## src/core_irq_pkg.sv

```systemverilog
// constants, register map and types of the core interrupt controller
// assumes a 16-source request bus and a 16-bit program counter
package core_irq_pkg;

  // ----------------------------------------------------------------
  // sizes
  // ----------------------------------------------------------------
  localparam int N_VEC = 16;
  localparam int IDX_W = 4;
  localparam int VEC_W = 5;
  localparam int PC_W = 16;

  // ----------------------------------------------------------------
  // register indices, byte address is four times the index
  // ----------------------------------------------------------------
  localparam logic [1:0] IDX_CTRLA = 2'h0;
  localparam logic [1:0] IDX_STATUS = 2'h1;
  localparam logic [1:0] IDX_LVL0PRI = 2'h2;
  localparam logic [1:0] IDX_HIGH_LEVEL_VECTOR = 2'h3;
  localparam int ADDR_W = 4;

  // ----------------------------------------------------------------
  // field positions and reset values
  // ----------------------------------------------------------------
  localparam int BIT_VBASE = 6;
  localparam int BIT_COMPACT = 5;
  localparam int BIT_ROTATE = 0;
  localparam int BIT_NMI_EX = 7;
  localparam int BIT_L1_EX = 1;
  localparam int BIT_L0_EX = 0;
  localparam logic [7:0] RST_CTRLA = 8'h00;
  localparam logic [7:0] RST_LVL0PRI = 8'h00;
  localparam logic [7:0] RST_HIGH_LEVEL_VECTOR = 8'h00;

  // ----------------------------------------------------------------
  // vector table
  // ----------------------------------------------------------------
  // which sources are non-maskable is fixed by the device
  localparam logic [N_VEC-1:0] NMI_MASK = 16'h0001;
  localparam logic [PC_W-1:0] RESET_ADDR = 16'h0000;
  localparam logic [PC_W-1:0] VEC_OFFSET = 16'h0000;
  localparam logic [PC_W-1:0] VEC_SIZE = 16'h0002;
  localparam logic [VEC_W-1:0] CVT_NMI_VEC = 5'h01;
  localparam logic [VEC_W-1:0] CVT_L1_VEC = 5'h02;
  localparam logic [VEC_W-1:0] CVT_L0_VEC = 5'h03;

  // ----------------------------------------------------------------
  // timing in core cycles
  // ----------------------------------------------------------------
  localparam logic [1:0] PUSH_CYC = 2'h2;
  localparam logic [1:0] JUMP_CYC = 2'h3;

  typedef enum logic [1:0] {ST_IDLE, ST_PUSH, ST_JUMP} state_t;
  typedef enum logic [1:0] {LV_0, LV_1, LV_NMI} level_t;

endpackage

```

## src/irq_cfg_if.sv

```systemverilog
// configuration and status carried between register file and sequencer
// assumes both ends share the single system clock
`timescale 1ns/1ns
interface irq_cfg_if;
  logic vbase_sel;
  logic compact_en;
  logic rotate_en;
  logic [7:0] lvl0pri;
  logic [7:0] high_level_vector;
  logic [7:0] status;
  logic l0_load;
  logic [core_irq_pkg::VEC_W-1:0] l0_vec;

  modport regs (output vbase_sel, compact_en, rotate_en, lvl0pri,
    high_level_vector, input status, l0_load, l0_vec);
  modport core (input vbase_sel, compact_en, rotate_en, lvl0pri,
    high_level_vector, output status, l0_load, l0_vec);
endinterface

```

## src/irq_arbiter.sv

```systemverilog
// priority pick among request lines, fixed or rotating start
// assumes requests are already qualified by level
`timescale 1ns/1ns
module irq_arbiter (
  // requests and rotation
  input wire logic [core_irq_pkg::N_VEC-1:0] req,
  input wire logic rotate,
  input wire logic [core_irq_pkg::IDX_W-1:0] start,
  // result
  output logic found,
  output logic [core_irq_pkg::IDX_W-1:0] grant
);
  import core_irq_pkg::*;

  logic [N_VEC-1:0] rot;
  logic [IDX_W-1:0] base;

  assign base = rotate ? start : '0;

  // ----------------------------------------------------------------
  // rotate so that entry 0 is the highest priority
  // ----------------------------------------------------------------
  for (genvar g = 0; g < N_VEC; g++) begin : g_rot
    assign rot[g] = req[IDX_W'(base + IDX_W'(g))];
  end

  // lowest rotated position wins, scanned from the top down
  always_comb begin
    found = 1'b0;
    grant = '0;
    for (int k = N_VEC - 1; k >= 0; k--) begin
      if (rot[k]) begin
        found = 1'b1;
        grant = IDX_W'(base + IDX_W'(k));
      end
    end
  end
endmodule

```

## src/irq_regs.sv

```systemverilog
// avalon-mm register file of the interrupt controller
// assumes word-aligned byte addresses, one wait cycle per access
`timescale 1ns/1ns
module irq_regs (
  // clock and reset
  input wire logic clk,
  input wire logic sys_rst,
  // avalon-mm slave
  input wire logic [core_irq_pkg::ADDR_W-1:0] avs_address,
  input wire logic avs_read,
  input wire logic avs_write,
  input wire logic [31:0] avs_writedata,
  input wire logic [3:0] avs_byteenable,
  output logic [31:0] avs_readdata,
  output logic avs_waitrequest,
  // to the sequencer
  irq_cfg_if.regs cfg
);
  import core_irq_pkg::*;

  typedef struct packed {
    logic stall;
    logic [7:0] rdata;
    logic [7:0] ctrla;
    logic [7:0] lvl0pri;
    logic [7:0] high_level_vector;
  } regs_t;

  localparam regs_t RST_REGS = '{stall: 1'b1, rdata: 8'h00,
    ctrla: RST_CTRLA, lvl0pri: RST_LVL0PRI, high_level_vector: RST_HIGH_LEVEL_VECTOR};
  localparam logic [7:0] CTRLA_MASK = 8'h61;

  regs_t s_r;
  regs_t s_nxt;
  logic [1:0] idx;
  logic hit;
  logic [7:0] rd;

  assign idx = avs_address[3:2];
  // only word-aligned offsets are mapped
  assign hit = (avs_read | avs_write) & (avs_address[1:0] == 2'h0);

  // ----------------------------------------------------------------
  // read mux, unmapped and reserved bits read zero
  // ----------------------------------------------------------------
  always_comb begin
    rd = 8'h00;
    if (hit) begin
      unique case (idx)
        IDX_CTRLA: rd = s_r.ctrla;
        IDX_STATUS: rd = cfg.status;
        IDX_LVL0PRI: rd = s_r.lvl0pri;
        IDX_HIGH_LEVEL_VECTOR: rd = s_r.high_level_vector;
      endcase
    end
  end

  // one wait cycle, write lands on the edge waitrequest is seen low
  always_comb begin
    s_nxt = s_r;
    s_nxt.stall = 1'b1;
    if ((avs_read | avs_write) && s_r.stall) begin
      s_nxt.stall = 1'b0;
      s_nxt.rdata = rd;
    end
    if (avs_write && !s_r.stall && hit && avs_byteenable[0]) begin
      unique case (idx)
        IDX_CTRLA: s_nxt.ctrla = avs_writedata[7:0] & CTRLA_MASK;
        IDX_STATUS: s_nxt.ctrla = s_r.ctrla; // read only
        IDX_LVL0PRI: s_nxt.lvl0pri = avs_writedata[7:0];
        IDX_HIGH_LEVEL_VECTOR: s_nxt.high_level_vector = avs_writedata[7:0];
      endcase
    end
    // hardware update wins over a software write in the same cycle
    if (cfg.l0_load) begin
      s_nxt.lvl0pri = {3'h0, cfg.l0_vec};
    end
  end

  always_ff @(posedge clk) begin
    if (sys_rst) begin
      s_r <= RST_REGS;
    end else begin
      s_r <= s_nxt;
    end
  end

  assign avs_readdata = {24'h0, s_r.rdata};
  assign avs_waitrequest = s_r.stall;
  assign cfg.vbase_sel = s_r.ctrla[BIT_VBASE];
  assign cfg.compact_en = s_r.ctrla[BIT_COMPACT];
  assign cfg.rotate_en = s_r.ctrla[BIT_ROTATE];
  assign cfg.lvl0pri = s_r.lvl0pri;
  assign cfg.high_level_vector = s_r.high_level_vector;
endmodule

```

## src/core_irq_controller.sv

```systemverilog
// two-level interrupt controller: arbitration, entry, return
// assumes the core pulses instr_done at each instruction boundary
// and handler_return when its handler return instruction retires
//
// The implementer's own choices: the Avalon-MM slave port and the register offsets.
`timescale 1ns/1ns

// Summary of operation
// - enabled request vs running level decides ack now or pending.
// - acknowledge loads the program counter with the request's vector.
// - at least one instruction runs before any pending request is served.
// - status bits track executing levels; return restores prior state.
// - entry saves no status anywhere; only level bits change.
// - all maskable sources level 0 after reset; one chosen vector is level 1.
// - a level 1 request preempts a running level 0 handler.
// - fixed mode grants the lowest vector among level 0 requests.
// - rotating mode gives every level 0 source bounded service time.
// - maskable requests need global enable; acknowledge never alters it.
// - serving a request leaves the peripheral flag untouched.
// - reset address zero; vector base follows the base select bit.
// - request to vector takes finish cycle plus two push cycles.
// - jump from vector to handler takes three cycles.
// - multicycle instruction completes before entry starts.
// - runs on peripheral clock; stops while the debugger halts the core.
// - rotating mode makes the last level 0 vector lowest next time.
// - compact table: nmi vector 1, level 1 vector 2, level 0 vector 3.
// - nmi ignores global enable, is never preempted, lowest vector first.
module core_irq_controller (
  // clock and reset
  input wire logic clk,
  input wire logic sys_rst,
  // avalon-mm register slave
  input wire logic [core_irq_pkg::ADDR_W-1:0] avs_address,
  input wire logic avs_read,
  input wire logic avs_write,
  input wire logic [31:0] avs_writedata,
  input wire logic [3:0] avs_byteenable,
  output logic [31:0] avs_readdata,
  output logic avs_waitrequest,
  // peripheral request lines, one per vector, vector n on bit n-1
  input wire logic [core_irq_pkg::N_VEC-1:0] irq_req,
  // core handshake
  input wire logic global_ie,
  input wire logic instr_done,
  input wire logic handler_return,
  input wire logic debug_halt,
  input wire logic [core_irq_pkg::PC_W-1:0] app_start,
  // entry outputs
  output logic entry_busy,
  output logic pc_load,
  output logic [core_irq_pkg::PC_W-1:0] pc_vector,
  output logic irq_ack,
  output logic [core_irq_pkg::VEC_W-1:0] ack_vec
);
  import core_irq_pkg::*;

  typedef struct packed {
    state_t st;
    level_t lvl;
    logic [VEC_W-1:0] vec;
    logic [1:0] cnt;
    logic nmi_ex;
    logic l1_ex;
    logic l0_ex;
    logic need_instr;
    logic busy;
    logic pc_load;
    logic ack;
    logic [PC_W-1:0] pc;
  } seq_t;

  localparam seq_t RST_SEQ = '{st: ST_IDLE, lvl: LV_0, vec: '0,
    cnt: 2'h0, nmi_ex: 1'b0, l1_ex: 1'b0, l0_ex: 1'b0,
    need_instr: 1'b1, busy: 1'b0, pc_load: 1'b0, ack: 1'b0,
    pc: RESET_ADDR};

  seq_t s_r;
  seq_t s_nxt;

  irq_cfg_if cfg ();

  // ----------------------------------------------------------------
  // register file
  // ----------------------------------------------------------------
  irq_regs u_regs (
    .clk(clk),
    .sys_rst(sys_rst),
    .avs_address(avs_address),
    .avs_read(avs_read),
    .avs_write(avs_write),
    .avs_writedata(avs_writedata),
    .avs_byteenable(avs_byteenable),
    .avs_readdata(avs_readdata),
    .avs_waitrequest(avs_waitrequest),
    .cfg(cfg.regs)
  );

  // ----------------------------------------------------------------
  // request qualification by level
  // ----------------------------------------------------------------
  logic [N_VEC-1:0] nmi_req;
  logic [N_VEC-1:0] mask_req;
  logic [N_VEC-1:0] l1_sel;
  logic [N_VEC-1:0] l1_req;
  logic [N_VEC-1:0] l0_req;

  assign nmi_req = irq_req & NMI_MASK;
  assign mask_req = irq_req & ~NMI_MASK;

  // the chosen vector alone is promoted, all others stay level 0
  for (genvar g = 0; g < N_VEC; g++) begin : g_l1
    assign l1_sel[g] = (cfg.high_level_vector == 8'(g + 1));
  end
  assign l1_req = mask_req & l1_sel;
  assign l0_req = mask_req & ~l1_sel;

  // ----------------------------------------------------------------
  // arbiters
  // ----------------------------------------------------------------
  logic nmi_found;
  logic [IDX_W-1:0] nmi_idx;
  logic l1_found;
  logic [IDX_W-1:0] l1_idx;
  logic l0_found;
  logic [IDX_W-1:0] l0_idx;

  // nmi order is always static, lowest vector first
  irq_arbiter u_nmi_arb (
    .req(nmi_req),
    .rotate(1'b0),
    .start('0),
    .found(nmi_found),
    .grant(nmi_idx)
  );

  // at most one line is set here, the arbiter just encodes it
  irq_arbiter u_l1_arb (
    .req(l1_req),
    .rotate(1'b0),
    .start('0),
    .found(l1_found),
    .grant(l1_idx)
  );

  // stored vector number n starts the scan at index n, one past it
  irq_arbiter u_l0_arb (
    .req(l0_req),
    .rotate(cfg.rotate_en),
    .start(cfg.lvl0pri[IDX_W-1:0]),
    .found(l0_found),
    .grant(l0_idx)
  );

  // ----------------------------------------------------------------
  // eligibility against running handlers
  // ----------------------------------------------------------------
  logic take_nmi;
  logic take_l1;
  logic take_l0;
  logic start_ok;

  // nmi ignores the global enable and nothing preempts it
  assign take_nmi = nmi_found && !s_r.nmi_ex;
  // level 1 may cut into a level 0 handler
  assign take_l1 = global_ie && l1_found && !s_r.nmi_ex
    && !s_r.l1_ex;
  assign take_l0 = global_ie && l0_found && !s_r.nmi_ex
    && !s_r.l1_ex && !s_r.l0_ex;
  // entry only at a boundary, and never twice without an instruction
  assign start_ok = instr_done && !s_r.need_instr;

  // ----------------------------------------------------------------
  // vector address
  // ----------------------------------------------------------------
  logic [PC_W-1:0] vbase;
  logic [VEC_W-1:0] tab_vec;

  // reset address is fixed; only the table moves with the select bit
  assign vbase = cfg.vbase_sel ? VEC_OFFSET
    : PC_W'(app_start + VEC_OFFSET);

  // compact table folds every source of a level onto one slot
  always_comb begin
    tab_vec = s_r.vec;
    if (cfg.compact_en) begin
      unique case (s_r.lvl)
        LV_NMI: tab_vec = CVT_NMI_VEC;
        LV_1: tab_vec = CVT_L1_VEC;
        LV_0: tab_vec = CVT_L0_VEC;
      endcase
    end
  end

  // ----------------------------------------------------------------
  // entry and return sequencer
  // ----------------------------------------------------------------
  always_comb begin
    s_nxt = s_r;
    s_nxt.pc_load = 1'b0;
    s_nxt.ack = 1'b0;
    if (debug_halt) begin
      // frozen with the core; pulses drop so nothing repeats
      s_nxt.cnt = s_r.cnt;
    end else begin
      if (instr_done) begin
        s_nxt.need_instr = 1'b0;
      end
      unique case (s_r.st)
        ST_IDLE: begin
          if (start_ok && (take_nmi || take_l1 || take_l0)) begin
            s_nxt.st = ST_PUSH;
            s_nxt.busy = 1'b1;
            s_nxt.cnt = PUSH_CYC - 2'h1;
            if (take_nmi) begin
              s_nxt.lvl = LV_NMI;
              s_nxt.vec = VEC_W'(nmi_idx) + 5'h01;
            end else if (take_l1) begin
              s_nxt.lvl = LV_1;
              s_nxt.vec = VEC_W'(l1_idx) + 5'h01;
            end else begin
              s_nxt.lvl = LV_0;
              s_nxt.vec = VEC_W'(l0_idx) + 5'h01;
            end
          end
        end
        ST_PUSH: begin
          // two cycles for the return address to reach the stack
          s_nxt.cnt = s_r.cnt - 2'h1;
          if (s_r.cnt == 2'h0) begin
            s_nxt.st = ST_JUMP;
            s_nxt.cnt = JUMP_CYC - 2'h1;
            s_nxt.pc_load = 1'b1;
            s_nxt.ack = 1'b1;
            s_nxt.pc = PC_W'(vbase
              + PC_W'(PC_W'(tab_vec) * VEC_SIZE));
            s_nxt.need_instr = 1'b1;
            // only the level bits move, no status copy is kept
            unique case (s_r.lvl)
              LV_NMI: s_nxt.nmi_ex = 1'b1;
              LV_1: s_nxt.l1_ex = 1'b1;
              LV_0: s_nxt.l0_ex = 1'b1;
            endcase
          end
        end
        ST_JUMP: begin
          // vector slot jumps to the handler
          s_nxt.cnt = s_r.cnt - 2'h1;
          if (s_r.cnt == 2'h0) begin
            s_nxt.st = ST_IDLE;
            s_nxt.busy = 1'b0;
          end
        end
      endcase
      // nesting only climbs, so clearing the top bit undoes one entry
      if (handler_return) begin
        s_nxt.need_instr = 1'b1;
        if (s_r.nmi_ex) begin
          s_nxt.nmi_ex = 1'b0;
        end else if (s_r.l1_ex) begin
          s_nxt.l1_ex = 1'b0;
        end else if (s_r.l0_ex) begin
          // a stray return must not undo an entry landing this cycle
          s_nxt.l0_ex = 1'b0;
        end
      end
    end
  end

  always_ff @(posedge clk) begin
    if (sys_rst) begin
      s_r <= RST_SEQ;
    end else begin
      s_r <= s_nxt;
    end
  end

  // ----------------------------------------------------------------
  // outputs and status
  // ----------------------------------------------------------------
  // no global-enable or flag-clear output exists: both stay with
  // the core and the peripheral
  assign entry_busy = s_r.busy;
  assign pc_load = s_r.pc_load;
  assign pc_vector = s_r.pc;
  assign irq_ack = s_r.ack;
  assign ack_vec = s_r.vec;
  assign cfg.status = {s_r.nmi_ex, 5'h00, s_r.l1_ex, s_r.l0_ex};
  // round-robin pointer follows every level 0 acknowledge
  assign cfg.l0_load = s_r.ack && (s_r.lvl == LV_0);
  assign cfg.l0_vec = s_r.vec;
endmodule

```

## config.mk

```make
export PLATFORM = sky130hd
export DESIGN_NAME = core_irq_controller
export DESIGN_NICKNAME = d
export VERILOG_FILES = /design/src/core_irq_pkg.sv /design/src/irq_cfg_if.sv /design/src/irq_arbiter.sv /design/src/irq_regs.sv /design/src/core_irq_controller.sv
export SDC_FILE = /design/constraint.sdc
export NUM_CORES = 1
export LEC_CHECK = 0
export BUFFER_PORTS_ARGS = -buffer_cell sky130_fd_sc_hd__buf_2
export CORE_MARGIN = 2
export CORE_UTILIZATION = 40
export CTS_CLUSTER_SIZE = 14
export DETAILED_ROUTE_END_ITERATION = 10
export GPL_ROUTABILITY_DRIVEN = 0
export SYNTH_ARGS = -nofsm -noshare
export SYNTH_HDL_FRONTEND = slang
export SYNTH_HIERARCHICAL = 1
export SYNTH_SLANG_ARGS = --single-unit
```

## constraint.sdc

```tcl
create_clock -name clk -period 12 [get_ports clk]
set_input_delay 1.8 -clock clk [delete_from_list [all_inputs] [get_ports clk]]
set_output_delay 1.8 -clock clk [all_outputs]
set_load 0.01 [all_outputs]
```

# Word level (Yosys, flattened, before mapping)
# Cells that the tools add are included.
# totals
ff_bits	62
latchBits	0
mem_bits_rw	0
romBits	0
input_bits	80
out_inout_bits	57
wordCells	258
n_memories	0
# op_classes
add_sub_neg	19
n_mul	0
div	0
order_cmp	16
eq_ne	26
shifts	0
mux	131
bitwise_logic	7
reduce_logical	41
# op_table
cell	count
$mux 4	35
$lt 4x5->1 const B	16
$bmux 1 s4	16
$eq 8x4->1 const B	8
$mux 1	59
$add 4x4->4 const B	8
$and 16x16->16	2
$eq 8x3->1 const B	4
$pmux 8 s4	1
$mux 18	1
$add 16x6->16	1
$add 4x3->4 const B	4
$eq 8x2->1 const B	2
$mux 16	1
$mux 8	2
$not 16->16	1
$logic_and 1x1->1	15
$mux 5	3
$pmux 5 s3	1
$mux 13	1
$mux 6	2
$pmux 2 s3	2
$mux 11	1
$add 4x1->5 const B	2
other kinds (24)	52

# Depth between registers and ports, before layout
# logic_depth
word_depth	29
mapped_depth	20
ltp_nobuf	18

# Hierarchy
# Netlist, hierarchy kept.
# modules_own_cells
mod	instances	cells_each	area_per_inst_um2	seq_area_each_um2
irq_arbiter	3	363	2790.2	0.0
core_irq_controller	1	329	2519.9	660.6
irq_regs	1	163	1580.3	560.5

# Worst setup path after synthesis
# Ideal clock, no wire load.
# synth_timing
path_kind	input -> register
from	input port irq_req[11] (netlist name)
to	register s_r, in the netlist ack_vec[2]
setup_ps	134
arrival_ps	5086
required_ps	11866
setup_slack_ps	6780
cell_stages	15
n_path_buf	0
cell_sequence	a21boi_0 > and3_1 > a21oi_1 > mux2i_1 > mux2i_1 > a21oi_2 > a211oi_1 > o31a_1 > or4_1 > nand3_1 > inv_1 > a222oi_1 > ha_1 > xnor2_1 > a21oi_1
# synth_between
word_cells_on_any_way	105
# synth_rtl
element	line_no	text
from (decl)	core_irq_controller.sv:41	input wire logic [core_irq_pkg::N_VEC-1:0] irq_req,
$and 16x16->16 *	core_irq_controller.sv:115	assign l0_req = mask_req & ~l1_sel;
$bmux 1 s4	irq_arbiter.sv:24	assign rot[g] = req[IDX_W'(base + IDX_W'(g))];
$mux 1 (not written as such)	irq_arbiter.sv:24	
$mux 4 (15 in series)	irq_arbiter.sv:32	if (rot[k]) begin
$mux 4 *	irq_arbiter.sv:32	
net l0_idx[0]	core_irq_controller.sv:125	logic [IDX_W-1:0] l0_idx;
$add 4x1->5 *	core_irq_controller.sv:222	s_nxt.vec = VEC_W'(l0_idx) + 5'h01;
$mux 6 *	core_irq_controller.sv:217	end else if (take_l1) begin
$mux 7 *	core_irq_controller.sv:214	if (take_nmi) begin
to (signal assigned)	core_irq_controller.sv:273	s_r <= s_nxt;
to (decl)	core_irq_controller.sv:77	seq_t s_r;
# The timed path passes the listed nets; every way through them passes the cells marked *. The select of a mux whose other input is x is not followed.
# A chain may end at the register's enable or synchronous reset.

# Worst setup path in the final report
# layout_timing
from	input port irq_req[11] (netlist name)
to	register s_r, in the netlist ack_vec[2]
# layout_between
word_cells_on_any_way	105
# layout_rtl
element	line_no	text
$and 16x16->16 *	core_irq_controller.sv:115	
net l0_req[11]	core_irq_controller.sv:105	logic [N_VEC-1:0] l0_req;
$bmux 1 s4	irq_arbiter.sv:24	
$mux 1 (not written as such)	irq_arbiter.sv:24	
$mux 4 (15 in series)	irq_arbiter.sv:32	
$mux 4 *	irq_arbiter.sv:32	
net l0_idx[0]	core_irq_controller.sv:125	
$add 4x1->5 *	core_irq_controller.sv:222	
$mux 6 *	core_irq_controller.sv:217	
$mux 7 *	core_irq_controller.sv:214	
# Marks and branches as above.

==> impl_metrics.py <==
metrics = {
    "timing": {
        "final-max-slew-violation-count": 0,
        "rsz0062_at_grt": "no",
        "fin_setup_tns_ns": 0,
        "min_period_ns": 5.88,
        "setup_slack_ns": 6.12,
        "fmax_mhz": 170,
        "skew_ns": 0.00995,
        "whs_ns": 0.448,
        "setup_violations": 0,
        "fin_crit_sh_pct": 49.0,
        "finalHoldViolations": 0,
        "slew_headroom_pct": 18.7,
        "worst_slew_pin_slew_ns": 1.21,
    },
    "synth": {
        "synth_ff_type": "dfxtp_1",
        "synth.distinct_cells": 106,
        "synthCells": 1581,
        "synth.ff_latch_count": 61,
        "yosysWarnings": 6,
        "synth_area_um2": 12500,
        "synth_edf_count": 0,
        "async_reset_ff_share_pct": 0,
        "avgSynthCellArea_um2": 7.89,
        "seq_area_frac_synth_pct": 9.79,
    },
    "global_routing": {
        "grt_usage_pct": 23.0,
        "grt_pass1_vias": 12000,
        "grt_max_degree": 56,
        "grt_overflow": 0,
        "antenna_found_initial": 0,
        "grt_pass1_wl_um": 63100,
    },
    "worst_hold_path": {
        "min_from": "pc_vector[7]",
        "hold_depth": 2,
        "holdPathEnd": "pc_vector[7]",
        "hold_class": "register to register",
    },
    "floorplan": {
        "num_rows": 64,
        "die_w_um": 181,
        "die-area_um2": 32600,
        "core-area_um2": 30700,
        "die_h_um": 181,
        "io_pins": 137,
        "start_util_pct": 40.7,
    },
    "cells_and_area": {
        "drive_above_1_share_pct": 17.8,
        "layout.cells.most_common_list": "174 x conb_1, 126 x a21oi_1, 116 x nor2_1",
        "final_common_cell": "conb_1",
        "final_util_pct": 43.7,
        "num_antenna_cells": 0,
        "area.growth.synth_to_final_pct": 7.50,
        "nets": 1819,
        "design_area_um2": 13400,
    },
    "routing": {
        "firstDrtPassIters": 7,
        "drtIter0Drc": 1272,
        "wire_per_inst_um": 18.4,
        "ant_nets": 0,
        "vias_per_cell": 6.07,
        "drc_errors": 0,
        "route.vias.total": 12900,
        "drt-total-wl_um": 39100,
    },
    "clock_tree": {
        "h-tree-depth": 3,
        "cts_root_buf": "clkbuf_16",
        "tritoncts": "yes",
        "clk_pin_slew_ns": 0.06,
        "clock_latency_ns": 0.33,
        "cts_hold_buf": 0,
        "cts_setup_buffers": 0,
        "ctsLongestPathBuffers": 2,
        "cts_resized": 0,
        "numCtsBuffers": 9,
        "cts.sinks": 61,
    },
    "setup_path": {
        "cp_max_fo": 8,
        "crit_path_end_kind": "register",
        "setup.worst_path.start_class": "input port",
        "reg2reg_slack_ns": 6.53,
        "required_ns": 12.20,
        "r2r-start": "u_regs/cfg.lvl0pri[1]",
        "crit_type": "input port to register",
        "crit_arrival_ns": 6.08,
        "r2r_end": "ack_vec[2]",
        "rr_worst_depth": 18,
    },
    "run_status": {
        "outcome": "complete, no violations",
    },
    "power_and_ir_drop": {
        "power_density_nw_per_um2": 63.6,
        "p_leak_nw": 5.25,
        "vdd_drop_max_uv": 64.9,
    },
    "flow_run": {
        "drv_cap": 0,
    },
    "placed_design": {
        "pre_cts_ws_ns": 5.90,
        "place_area_um2": 13100,
        "dp_hpwl_um": 29500,
        "port_buffers": 85,
    },
}
## worst max-delay path by stage
stage                     slack, ns   startpoint         end
after floorplan                6.78  irq_req[11]  ack_vec[2]
after global placement         5.90  irq_req[11]  ack_vec[2]
after detailed placement       5.90  irq_req[11]  ack_vec[2]
after CTS                      6.23  irq_req[11]  ack_vec[2]
after global routing           5.71  irq_req[11]  ack_vec[4]
final                          6.12  irq_req[11]  ack_vec[2]
## synthesized netlist by cell type, types with 12 or more instances
master	number	area, um^2
ha_1	17	213
xnor2_1	20	175
nor2_1	116	435
nand4_1	18	113
mux2_2	21	236
buf_4	55	413
nand3_1	49	245
buf_2	29	145
o31ai_1	14	105
o22ai_1	21	131
mux4_2	33	743
and2_1	19	119
buf_6	30	338
a211oi_1	33	248
xor2_1	12	105
nor3_1	23	115
a21oi_1	126	631
nand2_1	109	409
o21ai_1	32	160
nor2b_1	36	225
dfxtp_1	61	1220
and3_1	24	150
a21oi_2	13	114
inv_1	35	131
mux2i_2	15	206
a22oi_1	24	180
nand2b_1	39	244
a31oi_1	24	150
mux2i_1	103	1030
clkbuf_1	17	63.8
o21ai_0	42	210
o211ai_1	22	165
or3_1	13	81.3
## power by group
part           internal (W)  leakage [nW]  switching (W)
clock              0.000140         0.140      0.0000982
sequential         0.000205         0.492     0.00000259
combinational      0.000159          4.61       0.000248
total              0.000504          5.25       0.000349
## metrics by stage
step                      cells  total power, W
after global routing       2122        0.000905
after detailed placement   2106        0.000565
after global placement     2106        0.000563
after CTS                  2122        0.000805
after floorplan            1753        0.000537
final                      2122        0.000853
## logic make-up (layout without fill, tap and decap cells)
group           count (synthesis)  after routing  share of synthesized area (%)
buf+inv                       187            160                           9.54
xor+xnor                       41             41                           3.96
flops                          61             61                           9.79
simple gates                  567            567                           25.5
mux                           183            183                           18.9
fa+ha+maj                      18             18                           1.87
other cells                     2            174                         0.0602
compound gates                522            522                           30.4
## layout make-up
class | count | area [um^2]
clock buffer | 9 | 225
clock inverter | 7 | 50.0
fill | 3123 | 17300
inverter | 48 | 200
multi-input combinational | 1505 | 10700
sequential | 61 | 1220
tap | 396 | 495
timing repair buffer | 96 | 508
## metal layers
| layer | GRT usage (%) | part of all wire, % |
|---|---|---|
| met5 | 0 | 0 |
| met4 | 4.23 | 1.7 |
| met3 | 3.78 | 7.9 |
| met2 | 37.4 | 45 |
| met1 | 32.1 | 45 |
## state kept, by name (all words and copies together), names as in the netlist
| register | cells |
|---|---|
| ack_vec | 5 |
| cfg.status | 3 |
| entry_busy | 1 |
| pc_load | 1 |
| pc_vector | 16 |
| s_r | 7 |
| u_regs/avs_readdata | 8 |
| u_regs/avs_waitrequest | 1 |
| u_regs/cfg.compact_en | 1 |
| u_regs/cfg.high_level_vector | 8 |
| u_regs/cfg.lvl0pri | 8 |
| u_regs/cfg.rotate_en | 1 |
| u_regs/cfg.vbase_sel | 1 |
## critical path, stage by stage
cell and delay (ns):
buf_2 0.10, a21boi_0 0.94, and3_1 0.31, a21oi_1 0.07, mux2i_1 0.26, nand2b_1 0.09, a31oi_1 0.60, nor2_1 0.11
o31a_1 0.14, or4_1 0.47, nand3_1 0.10, inv_1 0.05, a222oi_1 0.52, ha_1 0.29, xnor2_1 0.14, a21oi_1 0.08
(Power assumes the default switching activity.)
